[src/hdl/tpef_pkg.sv]
// package: constants and types for timer event flag logic
// Behaviour
// - free-running counter sets overflow flag on 0xFFFF to 0x0000 transition.
// - centre mode off: overflow flag set when counter wraps modulo to zero.
// - centre mode on: overflow flag set when counter reverses at modulo.
// - capture channel, centre mode off: two-bit edge select chooses none, rising, falling, either edge; centre mode on flags on match.
// - compare channel: flag set whenever the running counter equals 16-bit compare value.
// - edge PWM channel: flag set at match ending active duty.
// - centre PWM channel: flag set on both matches each period.
// - one overflow source and one per channel, each with own enable.
// - enabled request held as level while its flag is one.
// - interrupt request outputs are active high.
// - flags set regardless of enable and stay readable for polling.
// - flag clears only by write zero following a read while set.
// - event between read and write restarts sequence; flag stays set.
// - any reset clears main control: clock stopped, overflow enable cleared.
// - centre mode counts up to modulo then down to zero.
`default_nettype none
package tpef_pkg;
  localparam int CNT_W = 16;
  localparam int NUM_CH = 2;
  localparam logic [CNT_W-1:0] CNT_ZERO = 16'h0000;
  localparam logic [CNT_W-1:0] CNT_FULL = 16'hFFFF;
  localparam logic [CNT_W-1:0] CNT_ONE = 16'h0001;

  // channel modes
  typedef enum logic [1:0] {
    TPEF_CH_CAPTURE,
    TPEF_CH_COMPARE,
    TPEF_CH_EDGE_PWM
  } tpef_ch_mode_t;

  // edge-select field encodings
  localparam logic [1:0] EDGE_NONE = 2'h0;
  localparam logic [1:0] EDGE_RISE = 2'h1;
  localparam logic [1:0] EDGE_FALL = 2'h2;
  localparam logic [1:0] EDGE_ANY = 2'h3;

  // per-channel configuration bundle
  typedef struct packed {
    tpef_ch_mode_t    mode;
    logic             edge_level_select_hi;
    logic             edge_level_select_lo;
    logic             channel_irq_enable;
    logic [CNT_W-1:0] value;
  } tpef_ch_cfg_t;

  // software access strobes toward one flag
  typedef struct packed {
    logic rd;
    logic wr;
    logic wdata;
  } tpef_sw_t;
endpackage
`default_nettype wire

[src/hdl/tpef_flag.sv]
// module: one sticky event flag with read-then-write-zero clear
`default_nettype none
module tpef_flag (
  input  wire logic           clk,
  input  wire logic           rst,
  input  wire logic           event_pulse,
  input  wire tpef_pkg::tpef_sw_t sw,
  output logic                flag
);
  logic flag_reg;
  logic armed_reg;
  logic flag_next;
  logic armed_next;
  logic clr_ok;

  // clear only when armed by a read that saw one
  // read then write zero
  assign clr_ok = armed_reg & sw.wr & ~sw.wdata & ~event_pulse;
  assign flag_next = event_pulse | (flag_reg & ~clr_ok);
  assign armed_next = event_pulse ? 1'b0 :
                      (sw.rd & flag_reg) ? 1'b1 :
                      sw.wr ? 1'b0 : armed_reg;
  assign flag = flag_reg;

  // state update
  always_ff @(posedge clk) begin
    if (rst) begin
      flag_reg  <= 1'b0;
      armed_reg <= 1'b0;
    end else begin
      flag_reg  <= flag_next;
      armed_reg <= armed_next;
    end
  end
endmodule
`default_nettype wire

[src/hdl/tpef_counter.sv]
// module: timer counter, free, modulo or up/down centre-aligned
`default_nettype none
module tpef_counter (
  input  wire logic                       clk,
  input  wire logic                       rst,
  input  wire logic                       run,
  input  wire logic                       center_align_select,
  input  wire logic [tpef_pkg::CNT_W-1:0] modulo,
  output logic [tpef_pkg::CNT_W-1:0]      count,
  output logic                            counting_down,
  output logic                            ovf_event
);
  logic [tpef_pkg::CNT_W-1:0] cnt_reg;
  logic [tpef_pkg::CNT_W-1:0] cnt_next;
  logic                       down_reg;
  logic                       down_next;
  logic [tpef_pkg::CNT_W-1:0] term;
  logic                       at_term;
  logic                       at_zero;

  // modulo zero means full range
  assign term = (modulo == tpef_pkg::CNT_ZERO) ? tpef_pkg::CNT_FULL : modulo;
  assign at_term = (cnt_reg == term);
  assign at_zero = (cnt_reg == tpef_pkg::CNT_ZERO);

  // up to modulo then down to zero
  assign down_next = !center_align_select ? 1'b0 :
                     (!down_reg && at_term) ? 1'b1 :
                     (down_reg && at_zero) ? 1'b0 : down_reg;
  assign cnt_next = !run ? cnt_reg :
                    !center_align_select ? (at_term ? tpef_pkg::CNT_ZERO : cnt_reg + tpef_pkg::CNT_ONE) :
                    down_next ? cnt_reg - tpef_pkg::CNT_ONE : cnt_reg + tpef_pkg::CNT_ONE;

  assign ovf_event = run & at_term & (!center_align_select | !down_reg);
  assign count = cnt_reg;
  assign counting_down = down_reg;

  // counter state
  always_ff @(posedge clk) begin
    if (rst) begin
      cnt_reg  <= tpef_pkg::CNT_ZERO;
      down_reg <= 1'b0;
    end else begin
      cnt_reg  <= cnt_next;
      down_reg <= run ? down_next : down_reg;
    end
  end
endmodule
`default_nettype wire

[src/hdl/tpef_top.sv]
// module: two-channel timer event flags and interrupt requests
`default_nettype none
module tpef_top (
  input  wire logic                                   clk,
  input  wire logic                                   rst,
  input  wire logic                                   timer_run,
  input  wire logic                                   center_align_select,
  input  wire logic                                   overflow_irq_enable,
  input  wire logic [tpef_pkg::CNT_W-1:0]             modulo,
  input  wire tpef_pkg::tpef_ch_cfg_t [tpef_pkg::NUM_CH-1:0] ch_cfg,
  input  wire logic [tpef_pkg::NUM_CH-1:0]            capture_pin,
  input  wire tpef_pkg::tpef_sw_t                     ovf_sw,
  input  wire tpef_pkg::tpef_sw_t [tpef_pkg::NUM_CH-1:0] ch_sw,
  output logic [tpef_pkg::CNT_W-1:0]                  count,
  output logic                                        overflow_flag,
  output logic [tpef_pkg::NUM_CH-1:0]                 channel_event_flag,
  output logic                                        overflow_irq,
  output logic [tpef_pkg::NUM_CH-1:0]                 channel_irq
);
  logic run_reg;
  logic cas_reg;
  logic oie_reg;
  logic ovf_event;
  logic down;

  always_ff @(posedge clk) begin
    if (rst) begin
      run_reg <= 1'b0;
      cas_reg <= 1'b0;
      oie_reg <= 1'b0;
    end else begin
      run_reg <= timer_run;
      cas_reg <= center_align_select;
      oie_reg <= overflow_irq_enable;
    end
  end

  tpef_counter u_cnt (
    .clk                 (clk),
    .rst                 (rst),
    .run                 (run_reg),
    .center_align_select (cas_reg),
    .modulo              (modulo),
    .count               (count),
    .counting_down       (down),
    .ovf_event           (ovf_event)
  );

  tpef_flag u_ovf (
    .clk         (clk),
    .rst         (rst),
    .event_pulse (ovf_event),
    .sw          (ovf_sw),
    .flag        (overflow_flag)
  );

  assign overflow_irq = overflow_flag & oie_reg;

  // edge decode for capture
  function automatic logic edge_hit(input logic [1:0] sel, input logic rise, input logic fall);
    edge_hit = (sel == tpef_pkg::EDGE_RISE) ? rise :
               (sel == tpef_pkg::EDGE_FALL) ? fall :
               (sel == tpef_pkg::EDGE_ANY) ? (rise | fall) : 1'b0;
  endfunction

  genvar i;
  generate
    for (i = 0; i < tpef_pkg::NUM_CH; i++) begin : g_ch
      logic s1_reg;
      logic s2_reg;
      logic s3_reg;
      logic match;
      logic ev;
      logic cap_ev;
      logic [1:0] sel;

      // two-stage sync, third stage for edges
      always_ff @(posedge clk) begin
        if (rst) begin
          s1_reg <= 1'b0;
          s2_reg <= 1'b0;
          s3_reg <= 1'b0;
        end else begin
          s1_reg <= capture_pin[i];
          s2_reg <= s1_reg;
          s3_reg <= s2_reg;
        end
      end

      assign sel = {ch_cfg[i].edge_level_select_hi, ch_cfg[i].edge_level_select_lo};
      assign cap_ev = edge_hit(sel, s2_reg & ~s3_reg, ~s2_reg & s3_reg);
      // counter match, counted once per clock while running
      assign match = run_reg & (count == ch_cfg[i].value);
      assign ev = cas_reg ? match :
                  (ch_cfg[i].mode == tpef_pkg::TPEF_CH_CAPTURE) ? cap_ev : match;

      tpef_flag u_flag (
        .clk         (clk),
        .rst         (rst),
        .event_pulse (ev),
        .sw          (ch_sw[i]),
        .flag        (channel_event_flag[i])
      );

      assign channel_irq[i] = channel_event_flag[i] & ch_cfg[i].channel_irq_enable;
    end
  endgenerate
endmodule
`default_nettype wire

[config.mk]
export PLATFORM = sky130hd
export DESIGN_NAME = tpef_top
export DESIGN_NICKNAME = d
export VERILOG_FILES = /design/src/hdl/tpef_pkg.sv /design/src/hdl/tpef_flag.sv /design/src/hdl/tpef_counter.sv /design/src/hdl/tpef_top.sv
export SDC_FILE = /design/constraint.sdc
export NUM_CORES = 1
export LEC_CHECK = 0
export CORE_MARGIN = 1.5
export CORE_UTILIZATION = 37
export DETAILED_ROUTE_END_ITERATION = 7
export DONT_BUFFER_PORTS = 1
export GPL_TIMING_DRIVEN = 0
export PLACE_DENSITY = 0.53
export SETUP_SLACK_MARGIN = 0.4
export SYNTH_ARGS = -nofsm -noshare
export SYNTH_HDL_FRONTEND = slang
export SYNTH_SLANG_ARGS = --single-unit
[constraint.sdc]
create_clock -name clk -period 3.6 [get_ports clk]
set_clock_uncertainty 0.15 [all_clocks]
set_input_delay 0.18 -clock clk [delete_from_list [all_inputs] [get_ports clk]]
set_output_delay 0.18 -clock clk [all_outputs]
set_load 0.05 [all_outputs]
## Word-level counts from Yosys, hierarchy flattened

Cells that the tools add are included.

| storage, ports and cells | value |
|---|---|
| flip-flop bits (word level) | 32 |
| bits of input ports | 74 |

| operators by class | value |
|---|---|
| $add $sub $neg | 2 |
| eq/ne operators | 9 |
| multiplexer cells | 23 |
| bitwise gates (word level) | 45 |
| reductions and logical operators | 14 |

Operators by type and width:

| kind | count |
|---|---|
| $mux W16 | 4 |
| $eq A16 B16 Y1 | 3 |
| $logic_not A16 Y1 | 2 |
| $and A1 B1 Y1 | 26 |
| $mux W1 | 19 |
| $add A16 B1 Y16 const B | 1 |
| $sub A16 B1 Y16 const B | 1 |
| $not A1 Y1 | 13 |
| $eq A2 B2 Y1 const B | 4 |
| $or A1 B1 Y1 | 6 |
| $reduce_bool A2 Y1 | 3 |
| $reduce_or A2 Y1 | 3 |
| $eq A2 B1 Y1 const B | 2 |
| $logic_not A2 Y1 | 2 |
| $logic_and A1 B1 Y1 | 2 |
| $logic_not A1 Y1 | 2 |

## Longest topological paths before layout

Gate-level depths: netlist of the first run.

| depth | value |
|---|---|
| word-level depth | 13 |
| mapped depth | 11 |

## Modules after synthesis

Synthesis of the first run repeated with hierarchy kept, for this count alone.

| unflattened totals | value |
|---|---|
| cells, all modules | 394 |
| area, all modules | 3149.3 um2 |

By module, submodules not included:

| module | times used | cells each | area an instance (um2) | seq. area each (um2) |
|---|---|---|---|---|
| tpef_counter | 1 | 285 | 2172.1 | 340.3 |
| tpef_top | 1 | 85 | 755.7 | 180.2 |
| tpef_flag | 3 | 8 | 73.8 | 40.0 |

## Worst setup path after synthesis of the first run

OpenSTA, ideal clock, no wires.

| timing path | value |
|---|---|
| path type | register -> register |
| from | register u_cnt.cnt_reg (netlist bit u_cnt.count[0]) |
| to | register u_cnt.cnt_reg (netlist bit u_cnt.count[14]) |
| library setup time | 0.130 ns |
| data arrival time | 2.708 ns |
| data required time | 3.320 ns |
| path slack | 0.612 ns |
| cell stages (with the launch flop) | 12 |
| buffers on the path | 2 |
| clock period less this slack | 2.988 ns |
| cells stage by stage | dfxtp_1 clkbuf_1 inv_1 ha_1 nor4b_2 nand4_1 nor2_1 nor2_1 o21a_4 buf_2 mux2i_1 o32ai_1 |

| on the way | value |
|---|---|
| longest elaborated chain between the ends | 7 |
| elaborated cells on any way between the ends | 12 |
| classes of those cells | add/sub (2); eq/ne (1); mux (6); reduce/logical (3) |

RTL lines:

| item | line | source |
|---|---|---|
| start, declared | tpef_counter.sv:13 | `logic [tpef_pkg::CNT_W-1:0] cnt_reg;` |
| start signal, assigned | tpef_counter.sv:41 | `cnt_reg <= tpef_pkg::CNT_ZERO;` |
| start signal, assigned | tpef_counter.sv:44 | `cnt_reg <= cnt_next;` |
| branches (longest 6 deep; another with $add A16 B1 Y16) | - |  |
| $mux W16 * | tpef_counter.sv:31 | `!center_align_select ? (at_term ? tpef_pkg::CNT_ZERO : cnt_reg + tpef_pkg::CNT_ONE) :` |

Mark *: on every way between the ends.
A chain may end at the register's enable or synchronous reset.

## Worst setup path after layout of the first run

| timing path | value |
|---|---|
| from | register u_cnt.cnt_reg (netlist bit u_cnt.count[9]) |
| to | register u_cnt.cnt_reg (netlist bit u_cnt.count[12]) |

The elaborated chain is that of the path after synthesis.

==> impl_metrics.env, run 1 <==
export IMPL_top_layer_used="met4"
export IMPL_ys_warn_count=0
export IMPL_tightest_slew_ns=0.762
export IMPL_drc_errors=0
export IMPL_dp_hpwl_um=7980
export IMPL_clk_pin_slew_ns=0.09
export IMPL_slew_headroom=0.491
export IMPL_largest_reg_flops=16
export IMPL_clk_path_buf_depth=2
export IMPL_io_pins=96
export IMPL_core_area_sq_um=7850
export IMPL_cts_root_buffer="clkbuf_8"
export IMPL_cp_max_fo=10
export IMPL_cpPeakStageDelay_ns=0.68
export IMPL_crit_buf_inv=1
export IMPL_gr_total_overflow=0
export IMPL_pre_cts_slack_ns=-0.119
export IMPL_met2WireLength_um=5180
export IMPL_start_util=0.389
export IMPL_setup_tns_ns=0
export IMPL_clock_sinks=32
export IMPL_avgSynthCellArea_sq_um=7.75
export IMPL_slowest_stage="dfxtp_1"
export IMPL_grt_max_degree=13
export IMPL_port_buffers=0
export IMPL_initialDrtViolationCount=301
export IMPL_setup_viol=0
export IMPL_cp_start_kind="flip-flop"
export IMPL_nFillCells=813
export IMPL_peakVddDrop_uv=144
export IMPL_placed_cells=496
export IMPL_cts_buffers=5
export IMPL_final_max_slew_violation_count=0
export IMPL_cp_required_ns=3.66
export IMPL_hold_class="in2reg"
export IMPL_synth_cell_area_sq_um=3060
export IMPL_ys_seq_elements=32
export IMPL_synthCells=394
export IMPL_met3_length_um=1090
export IMPL_track_usage=0.248
export IMPL_synthArstFlopShare=0
export IMPL_n_antenna_cell=0
export IMPL_grt_first_pass_wirelength_um=16700
export IMPL_antenna_left=0
export IMPL_wl_per_cell_um=21.1
export IMPL_fin_crit_sh=0.863
export IMPL_maxCapViolCount=0
export IMPL_drive_gt1_frac=0.143
export IMPL_critPathTopFamily="simple AND/OR/NAND/NOR gates"
export IMPL_finalPower_uw=838
export IMPL_layout_cells_non_filler=521
export IMPL_cp_end_kind="flip-flop"
export IMPL_final_nets=498
export IMPL_syn_to_final_growth_pct=15.1
export IMPL_clkLatencyLatePin_ns=0.30
export IMPL_place_congestion=0.935
export IMPL_finalWorstSetupSlack_ns=0.495
export IMPL_p_leak_uw=0.00115
export IMPL_h_tree_depth=2
export IMPL_fmax_mhz=322
export IMPL_critPathKind="reg2reg"
export IMPL_antenna_found_initial=0
export IMPL_die_y_um=93.9
export IMPL_grt_pass1_vias=3208
export IMPL_hold_violations=0
export IMPL_rows=32
export IMPL_cp_arrival_ns=3.17
export IMPL_cts_tree="yes"
export IMPL_synth_flop_cell="dfxtp_1"
export IMPL_vias=3235
export IMPL_ys_types=59
export IMPL_path_common_cell="nand2_1"
export IMPL_die_area_sq_um=8810
export IMPL_rsz0062_at_grt="true"
export IMPL_synth_enable_flop_cells=0
export IMPL_min_period_ns=3.11
export IMPL_die_x_um=93.9
export IMPL_drt_total_wl_um=11000
export IMPL_power_density_nw_per_um2=238
export IMPL_status="finished clean"
export IMPL_hold_slack_ns=0.00913
export IMPL_detail_route_vias_per_cell=6.21
export IMPL_drt_pass1_iter_count=5
export IMPL_cp_cell_sequence="clkbuf_1 -> nand2_1 -> nor3_1 -> and3_1 -> o21ai_0 -> nand2_1 -> o221ai_1 -> or4b_1 -> o311ai_1"
export IMPL_synth_fp_nets=474
export IMPL_met1_length_um=4560
export IMPL_seq_area_frac_synth=0.210
-- cell usage after synthesis (all sizes together), types with 15 or more instances --
cell type,instances,area (sq um)
xnor2,42,368
dfxtp,32,641
nand2,30,115
clkbuf,20,75.1
o21ai,20,104
buf,18,114
inv,18,67.6
nand3,18,90.1
a41oi,17,149
nor2,16,60.1
nor4,16,173
and3,15,93.8
-- logic make-up after synthesis --
| logic type | synth area share |
|---|---|
| compound gates | 0.222 |
| xor+xnor | 0.140 |
| simple gates | 0.302 |
| fa+ha+maj | 0.0246 |
| flops | 0.210 |
| buf+inv | 0.0852 |
| mux | 0.0164 |
-- report_power, final --
part | internal, uW | leakage [uW] | total (uW) | switching [uW]
logic | 73.9 | 0.000842 | 163 | 89.5
registers | 361 | 0.000264 | 370 | 9.35
clock network | 137 | 0.0000404 | 304 | 167
-- cells in the final DEF (no fill, tap or decap), drive strengths merged, types with 12 or more instances in the layout --
cell,n
a41oi,17
and3,15
buf,19
clkbuf,27
dfxtp,32
dlygate4sd3,14
inv,18
nand2,30
nand3,18
nand4,13
nor2,16
nor2b,12
nor4,16
o21ai,20
xnor2,42
-- area by class of cell --
class                      count  area (sq um)  share of cell area
multi-input combinational    305          2200               0.626
sequential                    32           652               0.185
buffer                        38           210              0.0598
timing repair buffer          17           163              0.0462
tap                          102           128              0.0363
inverter                      19          71.3              0.0203
clock buffer                   5          68.8              0.0196
clock inverter                 3          23.8             0.00676
-- worst reg2reg max path, delay by kind of cell (launching register included) --
family	cells	cell delay (ns)
simple gates	5	1.33
flops	1	0.68
buf+inv	1	0.55
compound gates	3	0.31
-- worst paths after layout --
check	from	to	slack, ns	cells after the start
setup reg to reg	u_cnt.count[9]	u_cnt.count[12]	0.49	9
hold reg to reg	g_ch[0].s1_reg	g_ch[0].s2_reg	0.29	1
setup / recovery	u_cnt.count[9]	u_cnt.count[12]	0.49	9
hold / removal	ch_sw[1]	g_ch[0].u_flag.armed_reg	0.009	2
-- per-stage QoR --
step                      utilization  cell area [sq um]
after global routing            0.448               3520
final                           0.448               3520
after detailed placement        0.406               3180
after floorplan                     -               3060
after global placement          0.406               3180
after CTS                       0.443               3480
-- per-layer routing --
metal	vias to the layer above	global-route usage
met1	1510	0.320
met2	195	0.414
met4	0	0.0734
met5	-	0
li1	1515	-
met3	15	0.0502
-- repair_timing --
item	CTS	global route
hold endpoints to repair	12	0
pin swaps	1	1
endpoints found under the setup margin	16	14
setup buffers	2	1
hold buffers	14	0
gates resized for setup	16	21
Note: power is estimated with default switching activity, not from simulation.
==> inputs of run 2 (changes only) <==
--- a/config.mk
+++ b/config.mk
@@ -5,12 +5,13 @@
 export SDC_FILE = /design/constraint.sdc
 export NUM_CORES = 1
 export LEC_CHECK = 0
+export CAP_MARGIN = 20
 export CORE_MARGIN = 1.5
 export CORE_UTILIZATION = 37
 export DETAILED_ROUTE_END_ITERATION = 7
 export DONT_BUFFER_PORTS = 1
 export GPL_TIMING_DRIVEN = 0
-export PLACE_DENSITY = 0.53
+export PLACE_DENSITY_LB_ADDON = 0.1
 export SETUP_SLACK_MARGIN = 0.4
 export SYNTH_ARGS = -nofsm -noshare
 export SYNTH_HDL_FRONTEND = slang
==> impl_metrics.env, run 2 (synthesis gave the netlist of run 1 again) <==
export IMPL_status="finished with violations"
export IMPL_violations="hold timing"
export IMPL_antenna_found_initial=0
export IMPL_clk_pin_slew_ns=0.08
export IMPL_final_nets=499
export IMPL_antenna_left=0
export IMPL_n_antenna_cell=0
export IMPL_final_common_cell="xnor2_1"
export IMPL_slew_headroom=0.499
export IMPL_cp_start_kind="flip-flop"
export IMPL_met2_usage=0.405
export IMPL_rows=32
export IMPL_rsz0062_at_grt="false"
export IMPL_clk_path_buf_depth=2
export IMPL_cts_buffers=5
export IMPL_cp_end_kind="flip-flop"
export IMPL_fmax_mhz=327
export IMPL_largest_reg_flops=16
export IMPL_clkLatencyLatePin_ns=0.29
export IMPL_io_pins=96
export IMPL_pre_cts_slack_ns=-0.119
export IMPL_vias=3247
export IMPL_setup_viol=0
export IMPL_peakVddDrop_uv=180
export IMPL_hold_violations=1
export IMPL_track_usage=0.252
export IMPL_drt_pass1_iter_count=5
export IMPL_gr_total_overflow=0
export IMPL_start_util=0.389
export IMPL_core_area_sq_um=7850
export IMPL_cp_arrival_ns=3.05
export IMPL_dp_hpwl_um=8040
export IMPL_grt_first_pass_wirelength_um=17000
export IMPL_drive_gt1_frac=0.150
export IMPL_hold_class="in2reg"
export IMPL_cts_tree="yes"
export IMPL_p_leak_uw=0.00115
export IMPL_min_period_ns=3.05
export IMPL_final_cell_mix="xnor2_1 (42), nand2_1 (29), dfxtp_1 (22)"
export IMPL_top_usage_layer="met2"
export IMPL_wl_per_cell_um=20.9
export IMPL_initialDrtViolationCount=250
export IMPL_hold_slack_ns=-0.000245
export IMPL_grtUsageMet3=0.0550
export IMPL_cp_required_ns=3.59
export IMPL_die_y_um=93.9
export IMPL_die_x_um=93.9
export IMPL_final_max_slew_violation_count=0
export IMPL_grt_pass1_vias=3217
export IMPL_dpl_instance_area_sq_um=3180
export IMPL_tightest_slew_ns=0.751
export IMPL_drt_total_wl_um=10900
export IMPL_fin_crit_sh=0.848
export IMPL_clock_sinks=32
export IMPL_cp_max_fo=10
export IMPL_power_density_nw_per_um2=236
export IMPL_detail_route_vias_per_cell=6.22
export IMPL_finalPower_uw=833
export IMPL_finalWorstSetupSlack_ns=0.546
export IMPL_drc_errors=0
export IMPL_grt_max_degree=13
export IMPL_stdcell_area_sq_um=3530
export IMPL_cts_root_buffer="clkbuf_8"
export IMPL_die_area_sq_um=8810
export IMPL_h_tree_depth=2
export IMPL_syn_to_final_growth_pct=15.5
export IMPL_use_met1=0.327
export IMPL_place_congestion=0.938
export IMPL_maxCapViolCount=0
export IMPL_port_buffers=0
export IMPL_critPathKind="reg2reg"
==> run 2: routing by layer <==
metal | vias to the layer above | wire length [um]
li1 | 1504 | -
met1 | 1525 | 4630
met2 | 188 | 4950
met3 | 30 | 1040
met4 | 0 | 305
met5 | - | 0
==> run 2: cell type report <==
cell class                 instances  area (sq um)
clock inverter                     3          23.8
buffer                            38           206
fill                             821          4320
clock buffer                       5          68.8
multi-input combinational        305          2200
sequential                        32           653
tap                              102           128
inverter                          19          71.3
timing repair buffer              18           173
==> run 2: power breakdown <==
| part | switching (uW) | internal (uW) | total, uW |
|---|---|---|---|
| sequential | 9.22 | 361 | 370 |
| combinational | 89.3 | 74.3 | 164 |
| clock | 163 | 137 | 300 |
| total | 261 | 572 | 833 |
==> run 2: what timing repair did <==
item / CTS / global route
buffers inserted: 1 / 2
gates resized for setup: 16 / 21
endpoints found under the hold margin: 13 / 0
hold buffers: 15 / 0
setup endpoints to repair: 16 / 14
pin swaps: 1 / 1
==> run 2: worst max-delay path: stages (launching register included) <==
cell,delay [ns]
dfxtp_2,0.55
clkbuf_2,0.35
xnor2_1,0.12
nor4_1,0.37
and4_1,0.27
buf_6,0.15
buf_2,0.25
o211ai_1,0.14
o21a_1,0.15
o311ai_1,0.40
==> run 2: metrics by stage <==
stage	utilization	std cells	hold slack (ns)	setup TNS, ns
floorplan	-	394	0.158	0
global placement	0.406	496	0.160	-0.566
detailed placement	0.406	496	0.164	-0.512
CTS	0.443	520	0.000585	0
global route	0.450	522	0.0214	0
finish	0.450	522	-0.000245	0
==> run 2: final timing paths <==
check,cells after the start,slack (ns),start,to
hold reg to reg,1,0.29,g_ch[0].s1_reg,g_ch[0].s2_reg
setup reg to reg,9,0.55,u_cnt.count[4],u_cnt.count[5]
hold / removal,3,-0.0002,ch_sw[5],g_ch[1].u_flag.armed_reg
setup / recovery,9,0.55,u_cnt.count[4],u_cnt.count[5]
